--- config.mk ---
export PLATFORM = sky130hd
export DESIGN_NAME = mcp_port
export DESIGN_NICKNAME = d
export VERILOG_FILES = /design/src/hw/mcp_pkg.sv /design/src/hw/mcp_port.sv
export SDC_FILE = /design/constraint.sdc
export NUM_CORES = 1
export LEC_CHECK = 0
export BUFFER_PORTS_ARGS = -buffer_cell sky130_fd_sc_hd__buf_2
export CAP_MARGIN = 20
export CORE_MARGIN = 2
export CORE_UTILIZATION = 67
export DETAILED_ROUTE_END_ITERATION = 16
export GPL_TIMING_DRIVEN = 0
export PLACE_DENSITY = 0.85
export SYNTH_ARGS = -nofsm -noshare
export SYNTH_HDL_FRONTEND = slang
export SYNTH_SLANG_ARGS = --single-unit
--- constraint.sdc ---
create_clock -name core_clk -period 10.3 [get_ports core_clk]
set_input_delay 1.545 -clock core_clk [delete_from_list [all_inputs] [get_ports core_clk]]
set_output_delay 1.545 -clock core_clk [all_outputs]
set_load 0.01 [all_outputs]
--- src/hw/mcp_pkg.sv ---
// Constants, field layout and state codes for the single-wire command port.
// Behaviour
// [RULE1] A command frame opens with sync bits 1100; ones give clock, zeros confirm.
// [RULE2] Command bits: 00 does nothing, 01 reads, 10 writes config, 11 calibrates.
// [RULE3] Read and calibrate frames are six bits, with no data bits.
// [RULE4] Write frames are twelve bits; the last six are stored config data.
// [RULE5] Host sends config data bit 5 first, down to bit 0.
// [RULE6] Incoming bits decode correctly from 50 to 200 kb/s, nominal 100.
// [RULE7] Manchester: zero falls at mid-bit, one rises; data XOR bit clock.
// [RULE8] Read answer leaves on the output pin, Manchester at 100 kb/s, even halves.
// [RULE9] Answer is 37 bits: zero, error, reserved, cal flag, gain, drive count.
// [RULE10] Then threshold code, drain select, polarity; bits 31 to 37 are zero. The code zeroes answer bits 30 to 36.
// [RULE11] Calibration bank: drive count in 12:3, two unused, success flag in 0.
// [RULE12] Config bank: polarity bit 5, drain select bit 4, threshold 3:0.
// [RULE13] Calibration raises drive each pulse, stops after two hits, stores count.
// [RULE14] Ramp lasts at most 17 ms, then a 13 ms status interval.
// [RULE15] Calibrate pin is driven high from accepted request until ramp end.
// [RULE16] After a successful ramp the pin is driven low for the status interval.
// [RULE17] After a failed ramp the pin stays high for the status interval.
// [RULE18] Host writes config, calibrates, then writes a new threshold code.
// [RULE19] A written threshold code reaches the comparator at once.
// [RULE20] Default output is push-pull and inverted: low while an object is seen.
// [RULE21] Commands arrive on the calibrate pin; answers leave on the output pin.
// [RULE22] After a write the bank is read back; any mismatch sets the error flag.
// [RULE23] Bad sync or short frames are dropped without touching stored settings.
package mcp_pkg;
	localparam int CLK_HZ = 125_000_000;
	localparam int TX_RATE_BPS = 100_000;
	localparam int TX_HALF_CYC = CLK_HZ / (2 * TX_RATE_BPS);
	localparam int RX_MIN_BPS = 50_000;
	localparam int RX_MAX_PERIOD_CYC = CLK_HZ / RX_MIN_BPS;
	localparam int LED_PERIOD_NS = 2000;
	localparam int LED_PERIOD_CYC = LED_PERIOD_NS * (CLK_HZ / 1_000_000) / 1000;
	localparam int RAMP_MAX_MS = 17;
	localparam int STATUS_MS = 13;
	localparam int RAMP_MAX_CYC = RAMP_MAX_MS * (CLK_HZ / 1000);
	localparam int STATUS_CYC = STATUS_MS * (CLK_HZ / 1000);
	localparam int RESP_BITS = 37;
	localparam int CMD_BITS = 6;
	localparam int WR_BITS = 12;
	localparam logic [3:0] SYNC_CODE = 4'hC;
	localparam logic [1:0] CMD_NOP = 2'h0;
	localparam logic [1:0] CMD_READ = 2'h1;
	localparam logic [1:0] CMD_WRITE = 2'h2;
	localparam logic [1:0] CMD_CAL = 2'h3;
	localparam int CFG_OP_POS = 5;
	localparam int CFG_DS_POS = 4;
	localparam logic [5:0] CFG_RESET = 6'h38;
	localparam int CALB_OK_POS = 0;
	localparam int CALB_CNT_LSB = 3;
	localparam logic [12:0] CALB_RESET = 13'h0001;
	localparam logic [9:0] LED_CNT_MAX = 10'h3FF;
	localparam int RESP_ERR_POS = 1;
	localparam int RESP_CA_POS = 11;
	localparam int RESP_GAIN_POS = 12;
	localparam int RESP_LED_POS = 14;
	localparam int RESP_REF_POS = 24;
	localparam int RESP_DS_POS = 28;
	localparam int RESP_OP_POS = 29;
	typedef enum logic [1:0] {
		ST_RX = 2'b00,
		ST_TX = 2'b01,
		ST_RAMP = 2'b10,
		ST_STATUS = 2'b11
	} mcp_state_t;
endpackage

--- src/hw/mcp_port.sv ---
// Command decoder, read answer, calibration ramp and output driver of the sensor.
`timescale 1ns/1ps
module mcp_port #(
	parameter int RAMP_CYC = mcp_pkg::RAMP_MAX_CYC,
	parameter int STAT_CYC = mcp_pkg::STATUS_CYC
) (
	input wire logic core_clk,
	input wire logic resetn,
	input wire logic cal_in,
	output logic cal_o,
	output logic cal_oe,
	input wire logic light_above_ref,
	input wire logic [1:0] gain_bits,
	output logic out_o,
	output logic out_oe,
	output logic [9:0] led_drive_count,
	output logic led_pulse,
	output logic [3:0] thresh_code
);
	import mcp_pkg::*;

	mcp_state_t state;
	logic cal_prev;
	logic rise;
	logic fall;
	logic [3:0] rx_cnt;
	logic [11:0] rx_tmr;
	logic [11:0] rx_period;
	logic [11:0] rx_sh;
	logic rx_new;
	logic sync_ok6;
	logic wr_go;
	logic [5:0] cfg;
	logic [5:0] wr_data;
	logic verify;
	logic err_flag;
	logic [12:0] cal_bank;
	logic [21:0] tmr;
	logic [9:0] tx_cnt;
	logic tx_phase;
	logic [5:0] tx_idx;
	logic tx_last;
	logic [RESP_BITS-1:0] resp;
	logic [7:0] pulse_cnt;
	logic tick;
	logic [1:0] hits;
	logic [9:0] ramp_cnt;
	logic ramp_ok;
	logic ramp_fail;
	logic cal_ok;
	logic det_lvl;

	function automatic logic [11:0] quarter(input logic [11:0] p);
		quarter = {2'h0, p[11:2]};
	endfunction

	assign rise = cal_in & ~cal_prev;
	assign fall = ~cal_in & cal_prev;
	assign sync_ok6 = rx_new && rx_cnt == 4'(CMD_BITS) && rx_sh[5:2] == SYNC_CODE;
	assign wr_go = rx_new && rx_cnt == 4'(WR_BITS) && rx_sh[11:6] == {SYNC_CODE, CMD_WRITE};

	always_ff @(posedge core_clk) begin
		cal_prev <= resetn ? cal_in : 1'b0;
	end

	// Bit period is learnt from the two leading ones, so any rate in range decodes.
	always_ff @(posedge core_clk) begin
		if (!resetn) begin
			rx_cnt <= 4'h0;
			rx_tmr <= 12'h000;
			rx_period <= 12'h000;
			rx_sh <= 12'h000;
			rx_new <= 1'b0;
		end else if (state != ST_RX) begin
			rx_cnt <= 4'h0;
			rx_tmr <= 12'h000;
			rx_new <= 1'b0;
		end else begin
			rx_new <= 1'b0;
			if (rx_tmr != 12'hFFF) begin
				rx_tmr <= rx_tmr + 12'h001;
			end
			if (rx_cnt == 4'h0) begin
				if (rise) begin // RULE1
					rx_cnt <= 4'h1;
					rx_tmr <= 12'h000;
					rx_sh <= 12'h001;
				end
			end else if (rx_cnt == 4'h1) begin
				if (rise) begin // RULE6
					rx_period <= rx_tmr;
					rx_cnt <= 4'h2;
					rx_tmr <= 12'h000;
					rx_sh <= {rx_sh[10:0], 1'b1};
					rx_new <= 1'b1;
				end else if (rx_tmr >= 12'(RX_MAX_PERIOD_CYC)) begin
					rx_cnt <= 4'h0;
				end
			end else if ((rise || fall) && rx_tmr >= rx_period - quarter(rx_period)) begin
				// Edges before three quarters of a period are bit-boundary edges.
				rx_sh <= {rx_sh[10:0], rise}; // RULE7 RULE5
				rx_cnt <= rx_cnt + 4'h1;
				rx_tmr <= 12'h000;
				rx_new <= 1'b1;
			end else if (rx_tmr > rx_period + quarter(rx_period)) begin
				rx_cnt <= 4'h0; // RULE23
			end
			if (rx_new && rx_cnt == 4'(CMD_BITS) && rx_sh[5:0] != {SYNC_CODE, CMD_WRITE}) begin
				rx_cnt <= 4'h0; // RULE3 RULE23
			end
			if (rx_new && rx_cnt == 4'(WR_BITS)) begin
				rx_cnt <= 4'h0; // RULE4
			end
		end
	end

	always_ff @(posedge core_clk) begin
		if (!resetn) begin
			state <= ST_RX;
			tmr <= 22'h00_0000;
		end else begin
			tmr <= tmr + 22'h00_0001;
			unique case (state)
				ST_RX: begin
					if (sync_ok6 && rx_sh[1:0] == CMD_READ) begin // RULE2 RULE21
						state <= ST_TX;
						tmr <= 22'h00_0000;
					end else if (sync_ok6 && rx_sh[1:0] == CMD_CAL) begin // RULE2
						state <= ST_RAMP;
						tmr <= 22'h00_0000;
					end
				end
				ST_TX: begin
					if (tx_last) begin
						state <= ST_RX;
					end
				end
				ST_RAMP: begin
					if (ramp_ok || ramp_fail) begin // RULE14
						state <= ST_STATUS;
						tmr <= 22'h00_0000;
					end
				end
				ST_STATUS: begin
					if (tmr == 22'(STAT_CYC - 1)) begin // RULE14
						state <= ST_RX;
					end
				end
			endcase
		end
	end

	always_ff @(posedge core_clk) begin
		if (!resetn) begin
			cfg <= CFG_RESET; // RULE20
			wr_data <= CFG_RESET;
			verify <= 1'b0;
			err_flag <= 1'b0;
		end else begin
			verify <= wr_go;
			if (wr_go) begin
				cfg <= rx_sh[5:0]; // RULE4 RULE12
				wr_data <= rx_sh[5:0];
			end
			if (verify) begin
				err_flag <= cfg != wr_data; // RULE22
			end
		end
	end

	// Read answer, first bit sent is index 0.
	always_comb begin
		resp = '0;
		resp[RESP_ERR_POS] = err_flag; // RULE9
		resp[RESP_CA_POS] = cal_bank[CALB_OK_POS];
		resp[RESP_GAIN_POS +: 2] = gain_bits;
		resp[RESP_LED_POS +: 10] = cal_bank[CALB_CNT_LSB +: 10];
		resp[RESP_REF_POS +: 4] = cfg[3:0]; // RULE10
		resp[RESP_DS_POS] = cfg[CFG_DS_POS];
		resp[RESP_OP_POS] = cfg[CFG_OP_POS];
	end

	assign tx_last = tx_phase && tx_cnt == 10'(TX_HALF_CYC - 1) && tx_idx == 6'(RESP_BITS - 1);

	always_ff @(posedge core_clk) begin
		if (!resetn || state != ST_TX) begin
			tx_cnt <= 10'h000;
			tx_phase <= 1'b0;
			tx_idx <= 6'h00;
		end else if (tx_cnt == 10'(TX_HALF_CYC - 1)) begin // RULE8
			tx_cnt <= 10'h000;
			tx_phase <= ~tx_phase;
			if (tx_phase) begin
				tx_idx <= tx_idx + 6'h01;
			end
		end else begin
			tx_cnt <= tx_cnt + 10'h001;
		end
	end

	assign tick = state == ST_RAMP && pulse_cnt == 8'(LED_PERIOD_CYC - 1);
	assign ramp_ok = tick && light_above_ref && hits == 2'h1;
	assign ramp_fail = (tick && !light_above_ref && ramp_cnt == LED_CNT_MAX)
		|| (state == ST_RAMP && tmr == 22'(RAMP_CYC - 1));

	always_ff @(posedge core_clk) begin
		if (!resetn || state != ST_RAMP) begin
			pulse_cnt <= 8'h00;
			hits <= 2'h0;
			ramp_cnt <= 10'h000;
		end else begin
			pulse_cnt <= tick ? 8'h00 : pulse_cnt + 8'h01;
			if (tick && light_above_ref) begin
				hits <= hits + 2'h1; // RULE13
			end else if (tick) begin
				hits <= 2'h0;
				if (ramp_cnt != LED_CNT_MAX) begin
					ramp_cnt <= ramp_cnt + 10'h001; // RULE13
				end
			end
		end
	end

	// A failed ramp still records its last drive count, flagged as unsuccessful.
	always_ff @(posedge core_clk) begin
		if (!resetn) begin
			cal_bank <= CALB_RESET;
			cal_ok <= 1'b0;
		end else if (ramp_ok || ramp_fail) begin
			cal_bank <= {ramp_cnt, 2'h0, ramp_ok}; // RULE11 RULE13
			cal_ok <= ramp_ok;
		end
	end

	always_ff @(posedge core_clk) begin
		if (!resetn) begin
			cal_o <= 1'b0;
			cal_oe <= 1'b0;
		end else begin
			cal_oe <= state == ST_RAMP || state == ST_STATUS;
			cal_o <= state == ST_RAMP || (state == ST_STATUS && !cal_ok); // RULE15 RULE16 RULE17
		end
	end

	always_ff @(posedge core_clk) begin
		if (!resetn) begin
			led_drive_count <= 10'h000;
			led_pulse <= 1'b0;
			thresh_code <= CFG_RESET[3:0];
		end else begin
			led_drive_count <= state == ST_RAMP ? ramp_cnt : cal_bank[CALB_CNT_LSB +: 10];
			led_pulse <= tick;
			thresh_code <= cfg[3:0]; // RULE19
		end
	end

	assign det_lvl = cfg[CFG_OP_POS] ? ~light_above_ref : light_above_ref;

	// Outside a read answer, open drain mode releases the pin for a high level instead of driving it.
	always_ff @(posedge core_clk) begin
		if (!resetn) begin
			out_o <= 1'b1;
			out_oe <= 1'b0;
		end else if (state == ST_TX) begin
			out_oe <= 1'b1;
			out_o <= resp[tx_idx] ~^ tx_phase; // RULE7 RULE8 RULE21
		end else begin
			out_o <= det_lvl; // RULE20
			out_oe <= cfg[CFG_DS_POS] | ~det_lvl;
		end
	end

	property p_ramp_high;
		@(posedge core_clk) disable iff (!resetn)
		state == ST_RAMP |=> cal_oe && cal_o;
	endproperty
	a_ramp_high: assert property (p_ramp_high) else $error("pin not high in ramp"); // RULE15

	property p_status_ok;
		@(posedge core_clk) disable iff (!resetn)
		state == ST_STATUS && cal_ok |=> cal_oe && !cal_o;
	endproperty
	a_status_ok: assert property (p_status_ok) else $error("success not low"); // RULE16

	property p_status_fail;
		@(posedge core_clk) disable iff (!resetn)
		state == ST_STATUS && !cal_ok |=> cal_oe && cal_o;
	endproperty
	a_status_fail: assert property (p_status_fail) else $error("failure not high"); // RULE17

	property p_verify;
		@(posedge core_clk) disable iff (!resetn)
		wr_go |=> ##1 err_flag == $past(cfg != wr_data);
	endproperty
	a_verify: assert property (p_verify) else $error("mismatch not flagged"); // RULE22

	property p_tx_code;
		@(posedge core_clk) disable iff (!resetn)
		state == ST_TX |=> out_oe && out_o == ($past(resp[tx_idx]) ~^ $past(tx_phase));
	endproperty
	a_tx_code: assert property (p_tx_code) else $error("bad answer coding"); // RULE7

	property p_resp_zero;
		@(posedge core_clk) disable iff (!resetn)
		!resp[0] && resp[RESP_BITS-1:30] == 7'h00;
	endproperty
	a_resp_zero: assert property (p_resp_zero) else $error("fixed answer bits"); // RULE10

	property p_thresh;
		@(posedge core_clk) disable iff (!resetn)
		wr_go ##1 1'b1 |=> thresh_code == $past(rx_sh[3:0], 2);
	endproperty
	a_thresh: assert property (p_thresh) else $error("threshold not applied"); // RULE19

	property p_nop;
		@(posedge core_clk) disable iff (!resetn)
		sync_ok6 && rx_sh[1:0] == CMD_NOP |=> state == ST_RX && rx_cnt == 4'h0 && $stable(cfg);
	endproperty
	a_nop: assert property (p_nop) else $error("reserved command acted"); // RULE2

	property p_ramp_len;
		@(posedge core_clk) disable iff (!resetn)
		state == ST_RAMP |-> tmr < 22'(RAMP_CYC);
	endproperty
	a_ramp_len: assert property (p_ramp_len) else $error("ramp too long"); // RULE14

	property p_step;
		@(posedge core_clk) disable iff (!resetn)
		tick && !light_above_ref && ramp_cnt != LED_CNT_MAX && !ramp_fail
			|=> ramp_cnt == $past(ramp_cnt) + 10'h001;
	endproperty
	a_step: assert property (p_step) else $error("drive not stepped"); // RULE13
endmodule

-- Yosys cells after proc, flatten, opt, wreduce, memory -nomap -nowiden
Cells that the tools add are included.
- register bits: 140
- latch bits: 0
- RAM bits: 0
- memory bits (read-only): 0
- input port bits: 6
- output and inout bits: 19
- logic and storage cells: 162
- memories kept: 0
- add/sub/neg operators: 10
- multiply operators: 0
- div/mod/pow operators: 0
- $lt $le $gt $ge: 4
- eq/ne operators: 29
- shift operators: 0
- multiplexer cells: 38
- bitwise gates (word level): 13
- reduce and logical (&&, ||, !) cells: 44
- operators by type and width (cell ; number):
    12-bit 2-to-1 mux ; 10
    22-bit 2-to-1 mux ; 3
    22-bit case mux with 2 select lines ; 1
    4-bit 2-to-1 mux ; 7
    22-bit by 1-bit adder with 22-bit output (second input constant) ; 1
    22-bit by 21-bit == test with 1-bit output (second input constant) ; 1
    22-bit == test (second input constant) ; 1
    10-bit by 1-bit adder with 10-bit output (second input constant) ; 2
    10-bit == test (second input constant) ; 2
    1-bit logical AND ; 17
    2-bit 2-to-1 mux ; 7
    12-bit by 1-bit adder with 12-bit output (second input constant) ; 1
    12-bit by 10-bit adder with 12-bit output ; 1
    6-bit == test (second input constant) ; 2
    12-bit >= comparator ; 1
    12-bit >= comparator (second input constant) ; 1
    12-bit > comparator ; 1
    12-bit inequality test (second input constant) ; 1
    4-bit AND reduction ; 3
    12-bit by 10-bit subtractor with 12-bit output ; 1
    10-bit 2-to-1 mux ; 1
    10-bit inequality test (second input constant) ; 1
    2-bit inequality test (second input constant) ; 5
    1-bit inverter ; 9
    33 further kinds ; 58

-- Depth between registers and ports, before layout
Gate-level depths: netlist (run 1).
- depth in word-level cells: 8
- mapped depth: 18
- mapped depth without buffers: 17

-- Worst setup path after synthesis (run 1)
No wires, ideal clock.
- path type: register to register
- from: reg rx_period[2]
- to: reg rx_sh[11]
- library setup time: 117 ps
- data arrival time: 3539 ps
- data required time: 10183 ps
- slack: 6644 ps
- cell stages (with the launch flop): 18
- buffers on the path: 1
- clock period less this slack: 3656 ps
- path through: dfxtp_1 > ha_1 > inv_1 > fa_1 > a21o_1 > a21oi_1 > o21ai_0 > or4_1 > a211o_1 > o211ai_1 > ha_1 > nand2_1 > o21a_1 > nor2_1 > a21oi_1 > a211oi_1 > buf_2 > a22o_1
- longest elaborated chain between the ends: 5
- ends and longest elaborated chain (item ; RTL line ; RTL):
    start: declaration ; mcp_port.sv:28 ; logic [11:0] rx_period;
    start signal: assignment ; mcp_port.sv:91 ; rx_period <= rx_tmr;
    12-bit by 10-bit subtractor with 12-bit output ; mcp_port.sv:99 ; end else if ((rise || fall) && rx_tmr >= rx_period - quarter(rx_period)) begin
    12-bit >= comparator ; mcp_port.sv:99 ;
    1-bit logical AND ; mcp_port.sv:99 ;
    3-bit nonzero test (no source line) ; - ;
    4-bit AND reduction (no source line) ; - ;
    end signal: assignment ; mcp_port.sv:94 ; rx_sh <= {rx_sh[10:0], 1'b1};
    end signal: assignment ; mcp_port.sv:101 ; rx_sh <= {rx_sh[10:0], rise};
    end: declaration ; mcp_port.sv:29 ; logic [11:0] rx_sh;
Every way passes these cells.
A chain may end at the register's enable or synchronous reset.

-- Final worst setup path (run 1)
- from: reg rx_period[2]
- to: reg rx_sh[6]
Same word-level chain as after synthesis.

==> run_results.csv, run 1 <==
group,metric,value,unit
flow_run,maxCapViolations,0,
synth,synth_area_leaders,"dfxtp_1, ha_1, nor2_1",
timing,finalClockSkew,0.00930,ns
route,drtPass1Iterations,5,
place,portBuffers,24,
clocking,cts_buffers,17,
clocking,cts.sinks,140,
cells_and_area,drive_gt1_frac,0.0828,
worst_hold_path,hold_class,"flip-flop to flip-flop",
synth,synth_flop_cell,"dfxtp_1",
floorplan,die_h,110,um
synth,syn-cell-area,7550,um^2
worst_setup_path,critical_path_class,"flip-flop to flip-flop",
synth,synth_warnings,0,
timing,finalCritPeriodShare,0.421,
synth,synth-seq-cells,140,
power,ir_drop,0.167,mV
cells_and_area,fill_cells,732,
route,vias_per_cell,6.09,
grt,grt_max_degree,17,
route,wl_per_cell,16.2,um
clocking,post-cts-setup-buffer-count,0,
grt,first_global_vias,6351,
clocking,cts_root_buf,"clkbuf_16",
worst_setup_path,cp_data_arrival_time,4.64,ns
grt,track_usage,0.301,
place,routabilityCongestion,0.882,
grt,grt-ovfl-total,0,
clocking,clk_pin_slew,0.06,ns
cells_and_area,area_growth,12.0,%
worst_setup_path,ff2ff_setup_slack,5.97,ns
synth,async_reset_ff_frac,0,
route,first_iter_violations,572,
grt,antenna_found_initial,0,
route,wl,17300,um
worst_setup_path,critPathLaunchType,"flip-flop",
power,cellPowerDensity,155,nW/um^2
cells_and_area,n_antenna_cell,0,
worst_setup_path,worst-path-max-fanout,10,
synth,syn-instance-count,874,
floorplan,dieArea,12100,um^2
power,p_sw_frac,0.251,
synth,synth_edf_count,0,
power,p_leak,3.33,nW
timing,hold_viol_final,0,
outcome,status,"finished clean",
synth,synth_top_area_share,0.371,
power,power_frac_comb,0.092,
clocking,cts.path.max_buffers,2,
clocking,cts_tree,"done",
timing,fmax,0.231,GHz
floorplan,initial_core_util,0.690,
timing,worst_pin_slew,0.937,ns
power,pwr-share-clk,0.478,
route,met1Wirelength,7440,um
synth,ys_top_cells_by_count,"dfxtp_1, nor2_1, nand2_1, ha_1, nand3_1",
power,power_frac_seq,0.430,
synth,seq_area_frac_synth,0.371,
clocking,cts_resized,0,
clocking,ctsHoldBuffers,0,
clocking,cts_htree_levels,4,
cells_and_area,layout.cells.non_filler,1070,
route,dr_wl_met3,852,um
power,power,1.31,mW
timing,relSlewSlack,0.367,
place,hpwl,12100,um
route,drc,0,
power,p_int,981,uW
synth,synth_cell_type_count,65,
timing,rsz0062_at_grt,"false",
clocking,clock_latency,0.42,ns
synth,syn_avg_cell_area,8.63,um^2
worst_setup_path,crit_path_end_kind,"flip-flop",
power,p_sw,329,uW
timing,drv_slew,0,
timing,post-route-min-period,4.33,ns
floorplan,rows,38,
floorplan,core,10900,um^2
floorplan,die_x,110,um
floorplan,boundaryPins,25,
timing,fin_setup_tns,0,ns
grt,grt_pass1_wl,29000,um
route,vias,6515,
synth,yosysTopAreaCell,"dfxtp_1",
worst_setup_path,required,10.60,ns
route,final_antenna_net_count,0,
route,wl_met2,8560,um
place,dpl.cell_count,1038,
synth,synth_most_common_cell,"dfxtp_1",
timing,setup_violations,0,
cells_and_area,final_net_count,985,
synth,synthesis.nets,942,
route,routed.top_layer,"met4",
## placed cells by master (no fill, tap or decap), drive strengths merged, types with 7 or more instances in the layout
cell and n:
a21oi 38, a22o 10, a31oi 8, and2 12
and3 10, buf 35, clkbuf 40, clkinv 8
dfxtp 140, ha 60, inv 42, mux2i 27
nand2 70, nand2b 11, nand3 41, nand4 22
nor2 135, nor3 20, nor4b 9, o21ai 13
or4 7, xnor2 33, xor2 38
## cell type report
type	count	area (um^2)	area share
Sequential cell	140	2800	0.332
Clock inverter	13	165	0.0195
Buffer	32	138	0.0163
Multi-Input combinational cell	661	4450	0.527
Timing Repair Buffer	24	120	0.0142
Inverter	41	154	0.0182
Clock buffer	19	443	0.0524
Tap cell	140	175	0.0207
## power groups by stage
stage               clock network [mW]  logic (mW)  registers (mW)
finish                           0.626       0.121           0.563
global route                     0.650       0.136           0.565
CTS                              0.626       0.119           0.563
detailed placement                   0       0.116           0.575
global placement                     0       0.111           0.574
floorplan                            0      0.0876           0.572
## metal layers
metal,global-route usage,up-vias
met5,0,-
met4,0.122,0
met3,0.0576,45
met2,0.525,218
met1,0.364,3096
li1,-,3156
## final timing paths
kind | from | endpoint | depth (start not counted)
worst min-delay path | tmr[0]$_SDFF_PN0_ | tmr[0]$_SDFF_PN0_ | 1
worst max-delay path | rx_period[2]$_SDFFE_PN0P_ | rx_sh[6]$_SDFFE_PN0P_ | 17
worst max register to register | rx_period[2]$_SDFFE_PN0P_ | rx_sh[6]$_SDFFE_PN0P_ | 17
worst min register to register | tmr[0]$_SDFF_PN0_ | tmr[0]$_SDFF_PN0_ | 1
## cell families (layout without fill, tap and decap cells)
kind of cell | after synthesis | in the layout | share of synthesized area
fa+ha+maj | 62 | 62 | 0.105
flops | 140 | 140 | 0.371
compound gates | 125 | 125 | 0.113
simple gates | 371 | 371 | 0.240
buf+inv | 73 | 129 | 0.0386
mux | 32 | 32 | 0.0492
xor+xnor | 71 | 71 | 0.0824
## stage by stage
stage,setup slack [ns],utilization,instance area (um^2),hold WS (ns)
6_report,5.97,0.773,8450,0.451
5_1_grt,5.56,0.773,8450,0.487
4_1_cts,6.01,0.773,8450,0.458
3_5_place_dp,6.05,0.717,7840,0.445
3_3_place_gp,6.14,0.717,7840,0.435
2_1_floorplan,6.64,-,7550,0.416
## sequential cells by signal, summed over array words and instances (netlist names), 2 cells and up
name,count
thresh_code,4
cal_bank,11
tx_cnt,10
rx_sh,12
pulse_cnt,8
rx_tmr,12
ramp_cnt,10
led_drive_count,10
rx_cnt,4
wr_data,6
state,2
tmr,22
rx_period,12
tx_idx,6
hits,2
## worst max-delay path, stage by stage, from the launching register on
cell and delay (ns):
dfxtp_1 0.43, ha_1 0.23, inv_1 0.06, fa_1 0.40, a21o_1 0.18, a21oi_1 0.23, o21ai_0 0.18, or4_1 0.50
a211o_1 0.29, o211ai_1 0.10, ha_1 0.25, nand2_1 0.09, o21a_1 0.13, nor2_1 0.06, a21oi_1 0.44, a211oi_1 0.19
buf_2 0.22, a22o_1 0.25
Note: power is estimated with default switching activity, not from simulation.
==> inputs of run 2 (changes only) <==
--- a/config.mk
+++ b/config.mk
@@ -8,10 +8,10 @@
 export BUFFER_PORTS_ARGS = -buffer_cell sky130_fd_sc_hd__buf_2
 export CAP_MARGIN = 20
 export CORE_MARGIN = 2
-export CORE_UTILIZATION = 67
+export CORE_UTILIZATION = 63
 export DETAILED_ROUTE_END_ITERATION = 16
 export GPL_TIMING_DRIVEN = 0
-export PLACE_DENSITY = 0.85
+export PLACE_DENSITY = 0.81
 export SYNTH_ARGS = -nofsm -noshare
 export SYNTH_HDL_FRONTEND = slang
 export SYNTH_SLANG_ARGS = --single-unit
==> constraint.sdc (replaced) <==
create_clock -name core_clk -period 4.1 [get_ports core_clk]
set_input_delay 0.615 -clock core_clk [delete_from_list [all_inputs] [get_ports core_clk]]
set_output_delay 0.615 -clock core_clk [all_outputs]
set_load 0.01 [all_outputs]
==> run 2 against run 1 <==
  * Critical path type unchanged
  * Via count is 1.4% lower
  * First-iteration DRC count is 22% lower
  * Clock-buffer cell count increased by 2
  * Combinational power increased to 2.9 times the previous value
  * Utilization down 3.5 points
  * Worst setup slack got worse by 5.7 ns
==> run_results.csv, run 2 (synthesized netlist as in run 1, its figures left out) <==
group,metric,value,unit
route,wl,17000,um
power,power_frac_comb,0.109,
worst_setup_path,cp_data_arrival_time,4.18,ns
cells_and_area,area_growth,13.0,%
worst_setup_path,worst_r2r_startpoint,"rx_period[2]$_SDFFE_PN0P_",
timing,worst_pin_slew,0.711,ns
worst_setup_path,crit_path_end_kind,"flip-flop",
grt,use_met3,0.0526,
worst_setup_path,cp_cell_sequence,"ha_1 > inv_1 > fa_1 > a21o_1 > a21oi_2 > o21ai_1 > or4_4 > nand2_1 > o211ai_1 > ha_1 > nand2_1 > o21a_1 > o21ai_1 > a21oi_4 > o31a_1 > buf_2 > a22o_1",
worst_setup_path,crit_slowest_cell,"or4_4",
clocking,cts.sinks,140,
route,final_antenna_net_count,0,
clocking,cts.path.max_buffers,2,
power,cellPowerDensity,382,nW/um^2
timing,finalClockSkew,0.00581,ns
route,drc,0,
timing,fmax,0.258,GHz
cells_and_area,final_net_count,988,
power,pwr-share-clk,0.457,
grt,grt_max_degree,17,
power,p_sw,814,uW
grt,gr-max-usage-layer,"met2",
floorplan,initial_core_util,0.652,
worst_hold_path,hold_class,"input port to flip-flop",
worst_setup_path,critical_path_class,"flip-flop to flip-flop",
cells_and_area,regMostFlops,"tmr",
clocking,clk_pin_slew,0.06,ns
worst_setup_path,ff2ff_setup_slack,0.22,ns
power,power,3.26,mW
timing,relSlewSlack,0.521,
worst_setup_path,cpPeakStageDelay,0.44,ns
grt,grt_pass1_wl,28500,um
clocking,cts_buffers,17,
clocking,clock_latency,0.42,ns
worst_setup_path,required,4.40,ns
worst_hold_path,whs_endpoint,"cal_prev$_SDFF_PN0_",
route,vias_per_cell,5.97,
grt,use_met2,0.481,
grt,track_usage,0.271,
worst_setup_path,rr_worst_depth,17,
power,p_sw_frac,0.250,
route,first_iter_violations,446,
timing,finalCritPeriodShare,0.946,
worst_hold_path,hold_depth,2,
route,vias,6426,
grt,antenna_found_initial,0,
cells_and_area,utilization,0.737,
floorplan,core,11600,um^2
power,p_int,2.44,mW
route,wl_per_cell,15.8,um
power,power_frac_seq,0.434,
clocking,cts_tree,"done",
clocking,cts_root_buf,"clkbuf_16",
place,portBuffers,24,
worst_setup_path,crit_family,"compound AO/OA/AOI/OAI gates",
floorplan,die_x,113,um
place,routabilityCongestion,0.898,
grt,grt-ovfl-total,0,
worst_hold_path,worstHoldStart,"cal_in",
timing,post-route-min-period,3.88,ns
worst_setup_path,worst-path-max-fanout,10,
outcome,status,"finished clean",
timing,setup_violations,0,
cells_and_area,final_cell_mix,"dfxtp_1, nor2_1, nand2_1, ha_1, nand3_1",
power,p_leak,3.36,nW
cells_and_area,final_area,8530,um^2
cells_and_area,drive_gt1_frac,0.103,
grt,first_global_vias,6244,
floorplan,rows,39,
route,drtPass1Iterations,5,
worst_setup_path,critPathLaunchType,"flip-flop",
timing,hold_viol_final,0,
cells_and_area,n_antenna_cell,0,
floorplan,die_h,113,um
worst_setup_path,path_buf_inv,2,
worst_setup_path,rr_endpoint,"rx_sh[9]$_SDFFE_PN0P_",
grt,use_met1,0.333,
timing,drv_slew,0,
power,ir_drop,0.324,mV
clocking,cts_htree_levels,4,
place,hpwl,12000,um
cells_and_area,largest_register_ffs,22,
floorplan,dieArea,12900,um^2
cells_and_area,mostFrequentLayoutCell,"dfxtp_1",
clocking,ctsHoldBuffers,0,
flow_run,maxCapViolations,0,
floorplan,boundaryPins,25,
place,placed_cell_area,7850,um^2
-- run 2: cell count changes in the layout (fill, tap and decap cells not counted), sizes merged --
cell / previous run / this run
inv: 42 / 41
clkbuf: 40 / 42
bufinv: 3 / 2
buf: 35 / 38
clkinv: 8 / 7
clkinvlp: 1 / 2
-- run 2: worst max-delay path by stage --
stage,slack (ns),to,cells past startpoint,from
final,0.22,rx_sh[9]$_SDFFE_PN0P_,17,rx_period[2]$_SDFFE_PN0P_
after global routing,-0.02,rx_sh[9]$_SDFFE_PN0P_,16,rx_period[3]$_SDFFE_PN0P_
after CTS,0.02,rx_sh[11]$_SDFFE_PN0P_,16,rx_period[3]$_SDFFE_PN0P_
after detailed placement,-0.19,rx_tmr[5]$_SDFF_PP0_,16,rx_period[2]$_SDFFE_PN0P_
after global placement,-0.07,rx_tmr[9]$_SDFF_PP0_,16,rx_period[2]$_SDFFE_PN0P_
after floorplan,0.44,rx_sh[11]$_SDFFE_PN0P_,17,rx_period[2]$_SDFFE_PN0P_
-- run 2: repair_timing --
action | CTS | global route
endpoints found under the setup margin | 28 | 29
pin swaps | 1 | 2
buffers inserted | 1 | 3
resized for setup | 7 | 18
-- run 2: cell type report --
cell class,count,area [um^2]
Fill cell,820,3040
Timing Repair Buffer,28,150
Clock inverter,11,118
Tap cell,143,179
Buffer,31,143
Sequential cell,140,2810
Clock buffer,21,460
Multi-Input combinational cell,661,4520
Inverter,41,154
-- run 2: per-stage QoR --
step	setup TNS (ns)	hold slack, ns	instances	setup slack (ns)
global route	-0.110	0.437	1076	-0.0208
finish	0	0.432	1076	0.221
global placement	-1.03	0.438	1041	-0.0687
detailed placement	-3.20	0.447	1041	-0.194
floorplan	0	0.416	874	0.444
CTS	0	0.426	1074	0.0224
-- run 2: metal layers --
layer	vias up	part of all wire
met3	31	0.048
met2	174	0.50
li1	3155	-
met5	-	0
met4	0	0.016
met1	3066	0.44
-- run 2: worst register-to-register path: cells and delay by family, from the launching register on --
kind | cells | cell delay (ns)
compound gates | 9 | 1.58
fa+ha+maj | 3 | 0.92
buf+inv | 2 | 0.24
flops | 1 | 0.38
simple gates | 3 | 0.64
-- run 2: power by group through the flow --
stage | sequential [mW] | combinational (mW) | clock (mW)
global route | 1.42 | 0.389 | 1.55
floorplan | 1.44 | 0.220 | 0
CTS | 1.41 | 0.314 | 1.50
finish | 1.41 | 0.354 | 1.49
global placement | 1.44 | 0.281 | 0
detailed placement | 1.44 | 0.294 | 0
==> inputs of run 3 (changes only) <==
--- a/config.mk
+++ b/config.mk
@@ -12,6 +12,7 @@
 export DETAILED_ROUTE_END_ITERATION = 16
 export GPL_TIMING_DRIVEN = 0
 export PLACE_DENSITY = 0.81
+export RECOVER_POWER = 100
 export SYNTH_ARGS = -nofsm -noshare
 export SYNTH_HDL_FRONTEND = slang
 export SYNTH_SLANG_ARGS = --single-unit
==> run 3 against run 2 <==
  * Sequential cell count unchanged
  * Cell count unchanged
  * Combinational power barely moved
  * Via count barely moved
  * Worst setup slack improved by 0.0046 ns
  * Maximum frequency grew 0.12%
  * Highest routed layer unchanged
  * Global-route usage unchanged
  * Clock-buffer cell count did not move
  * Wire length hardly changed
  * Critical path depth did not move
==> run_results.csv, run 3 (synthesized netlist as in run 1, its figures left out) <==
group,metric,value,unit
clocking,ctsHoldBuffers,0,
worst_setup_path,required,4.41,ns
timing,finalClockSkew,0.00552,ns
clocking,cts.sinks,140,
power,ir_drop,0.324,mV
clocking,cts_htree_levels,4,
cells_and_area,final_cell_mix,"dfxtp_1, nor2_1, nand2_1, ha_1, clkbuf_1",
cells_and_area,drive_gt1_frac,0.0707,
worst_setup_path,crit_family,"compound AO/OA/AOI/OAI gates",
timing,drv_slew,0,
floorplan,dieArea,12900,um^2
worst_setup_path,cpPeakStageDelay,0.44,ns
floorplan,die_h,113,um
worst_setup_path,crit_path_end_kind,"flip-flop",
timing,finalCritPeriodShare,0.945,
outcome,status,"finished clean",
timing,relSlewSlack,0.496,
route,first_iter_violations,488,
timing,setup_violations,0,
power,p_leak,3.25,nW
grt,grt_max_degree,17,
cells_and_area,final_net_count,988,
route,drtPass1Iterations,5,
clocking,cts_tree,"done",
timing,hold_viol_final,0,
cells_and_area,fill_cells,845,
cells_and_area,largest_register_ffs,22,
clocking,cts_root_buf,"clkbuf_16",
place,hpwl,12000,um
grt,first_global_vias,6244,
floorplan,core,11600,um^2
timing,post-route-min-period,3.87,ns
cells_and_area,final_area,8480,um^2
place,routabilityCongestion,0.898,
floorplan,die_x,113,um
power,pwr-share-clk,0.458,
power,power_frac_comb,0.108,
route,final_antenna_net_count,0,
route,vias,6430,
cells_and_area,utilization,0.733,
cells_and_area,area_growth,12.3,%
route,wl,17000,um
clocking,clock_latency,0.42,ns
route,drc,0,
cells_and_area,n_antenna_cell,0,
timing,fmax,0.258,GHz
worst_setup_path,path_buf_inv,2,
worst_setup_path,critical_path_class,"flip-flop to flip-flop",
power,cellPowerDensity,384,nW/um^2
worst_setup_path,cp_data_arrival_time,4.18,ns
grt,track_usage,0.271,
clocking,clk_pin_slew,0.06,ns
place,placed_cell_area,7850,um^2
worst_setup_path,worst-path-max-fanout,10,
grt,grt_pass1_wl,28500,um
flow_run,maxCapViolations,0,
route,wl_per_cell,15.8,um
place,portBuffers,24,
cells_and_area,regMostFlops,"tmr",
power,p_int,2.44,mW
worst_hold_path,hold_class,"input port to flip-flop",
floorplan,rows,39,
power,power_frac_seq,0.435,
floorplan,initial_core_util,0.652,
power,p_sw,813,uW
power,p_sw_frac,0.250,
worst_setup_path,crit_slowest_cell,"or4_4",
clocking,cts.path.max_buffers,2,
route,vias_per_cell,5.98,
floorplan,boundaryPins,25,
worst_setup_path,critPathLaunchType,"flip-flop",
grt,antenna_found_initial,0,
cells_and_area,mostFrequentLayoutCell,"dfxtp_1",
grt,grt-ovfl-total,0,
clocking,cts_buffers,17,
timing,worst_pin_slew,0.756,ns
timing,fin_setup_tns,0,ns
worst_setup_path,cp_cell_sequence,"ha_1 > inv_1 > fa_1 > a21o_1 > a21oi_2 > o21ai_1 > or4_4 > nand2_1 > o211ai_1 > ha_1 > nand2_1 > o21a_1 > o21ai_1 > a21oi_4 > o31a_1 > buf_2 > a22o_1",
run 3: changes by cell type in the layout (fill, tap and decap cells not counted), sizes merged:
cell | previous run | this run
clkbuf | 42 | 69
buf | 38 | 11
run 3: final timing paths:
check	from	to	slack (ns)	cells after the start
worst max-delay path	rx_period[2]$_SDFFE_PN0P_	rx_sh[11]$_SDFFE_PN0P_	0.23	17
worst min-delay path	cal_in	cal_prev$_SDFF_PN0_	0.43	2
worst max register to register	rx_period[2]$_SDFFE_PN0P_	rx_sh[11]$_SDFFE_PN0P_	0.23	17
worst min register to register	tmr[0]$_SDFF_PN0_	tmr[0]$_SDFF_PN0_	0.46	1
run 3: final cells by class:
| type | instances | area, um^2 | area share |
|---|---|---|---|
| Buffer | 31 | 128 | 0.0151 |
| Clock buffer | 21 | 460 | 0.0543 |
| Clock inverter | 11 | 118 | 0.0139 |
| Inverter | 41 | 154 | 0.0182 |
| Multi-Input combinational cell | 661 | 4510 | 0.532 |
| Sequential cell | 140 | 2810 | 0.331 |
| Tap cell | 143 | 179 | 0.0211 |
| Timing Repair Buffer | 28 | 125 | 0.0148 |
run 3: power groups by stage:
stage               clock network [mW]  logic, mW  registers (mW)
floorplan                            0      0.220            1.44
global placement                     0      0.281            1.44
detailed placement                   0      0.294            1.44
CTS                               1.50      0.314            1.41
global route                      1.55      0.388            1.42
finish                            1.49      0.351            1.41
run 3: what timing repair did:
item	in CTS	in global routing
pin swaps	1	2
buffers inserted	1	3
gates resized for setup	7	18
hold endpoints to repair	0	0
setup endpoints to repair	28	29
run 3: layer usage:
metal	GRT usage	part of all wire	wire (um)	vias up
met5	0	0	0	-
met4	0.0837	0.015	248	0
met3	0.0526	0.043	728	31
met2	0.481	0.49	8420	153
met1	0.333	0.45	7620	3092
li1	-	-	-	3154
run 3: through the flow:
stage | worst slack (ns) | std cells | hold slack (ns) | total power [mW]
2_1_floorplan | 0.444 | 874 | 0.416 | 1.66
3_3_place_gp | -0.0687 | 1041 | 0.438 | 1.72
3_5_place_dp | -0.194 | 1041 | 0.447 | 1.74
4_1_cts | 0.0224 | 1074 | 0.426 | 3.23
5_1_grt | -0.0208 | 1076 | 0.437 | 3.36
6_report | 0.226 | 1076 | 0.430 | 3.26
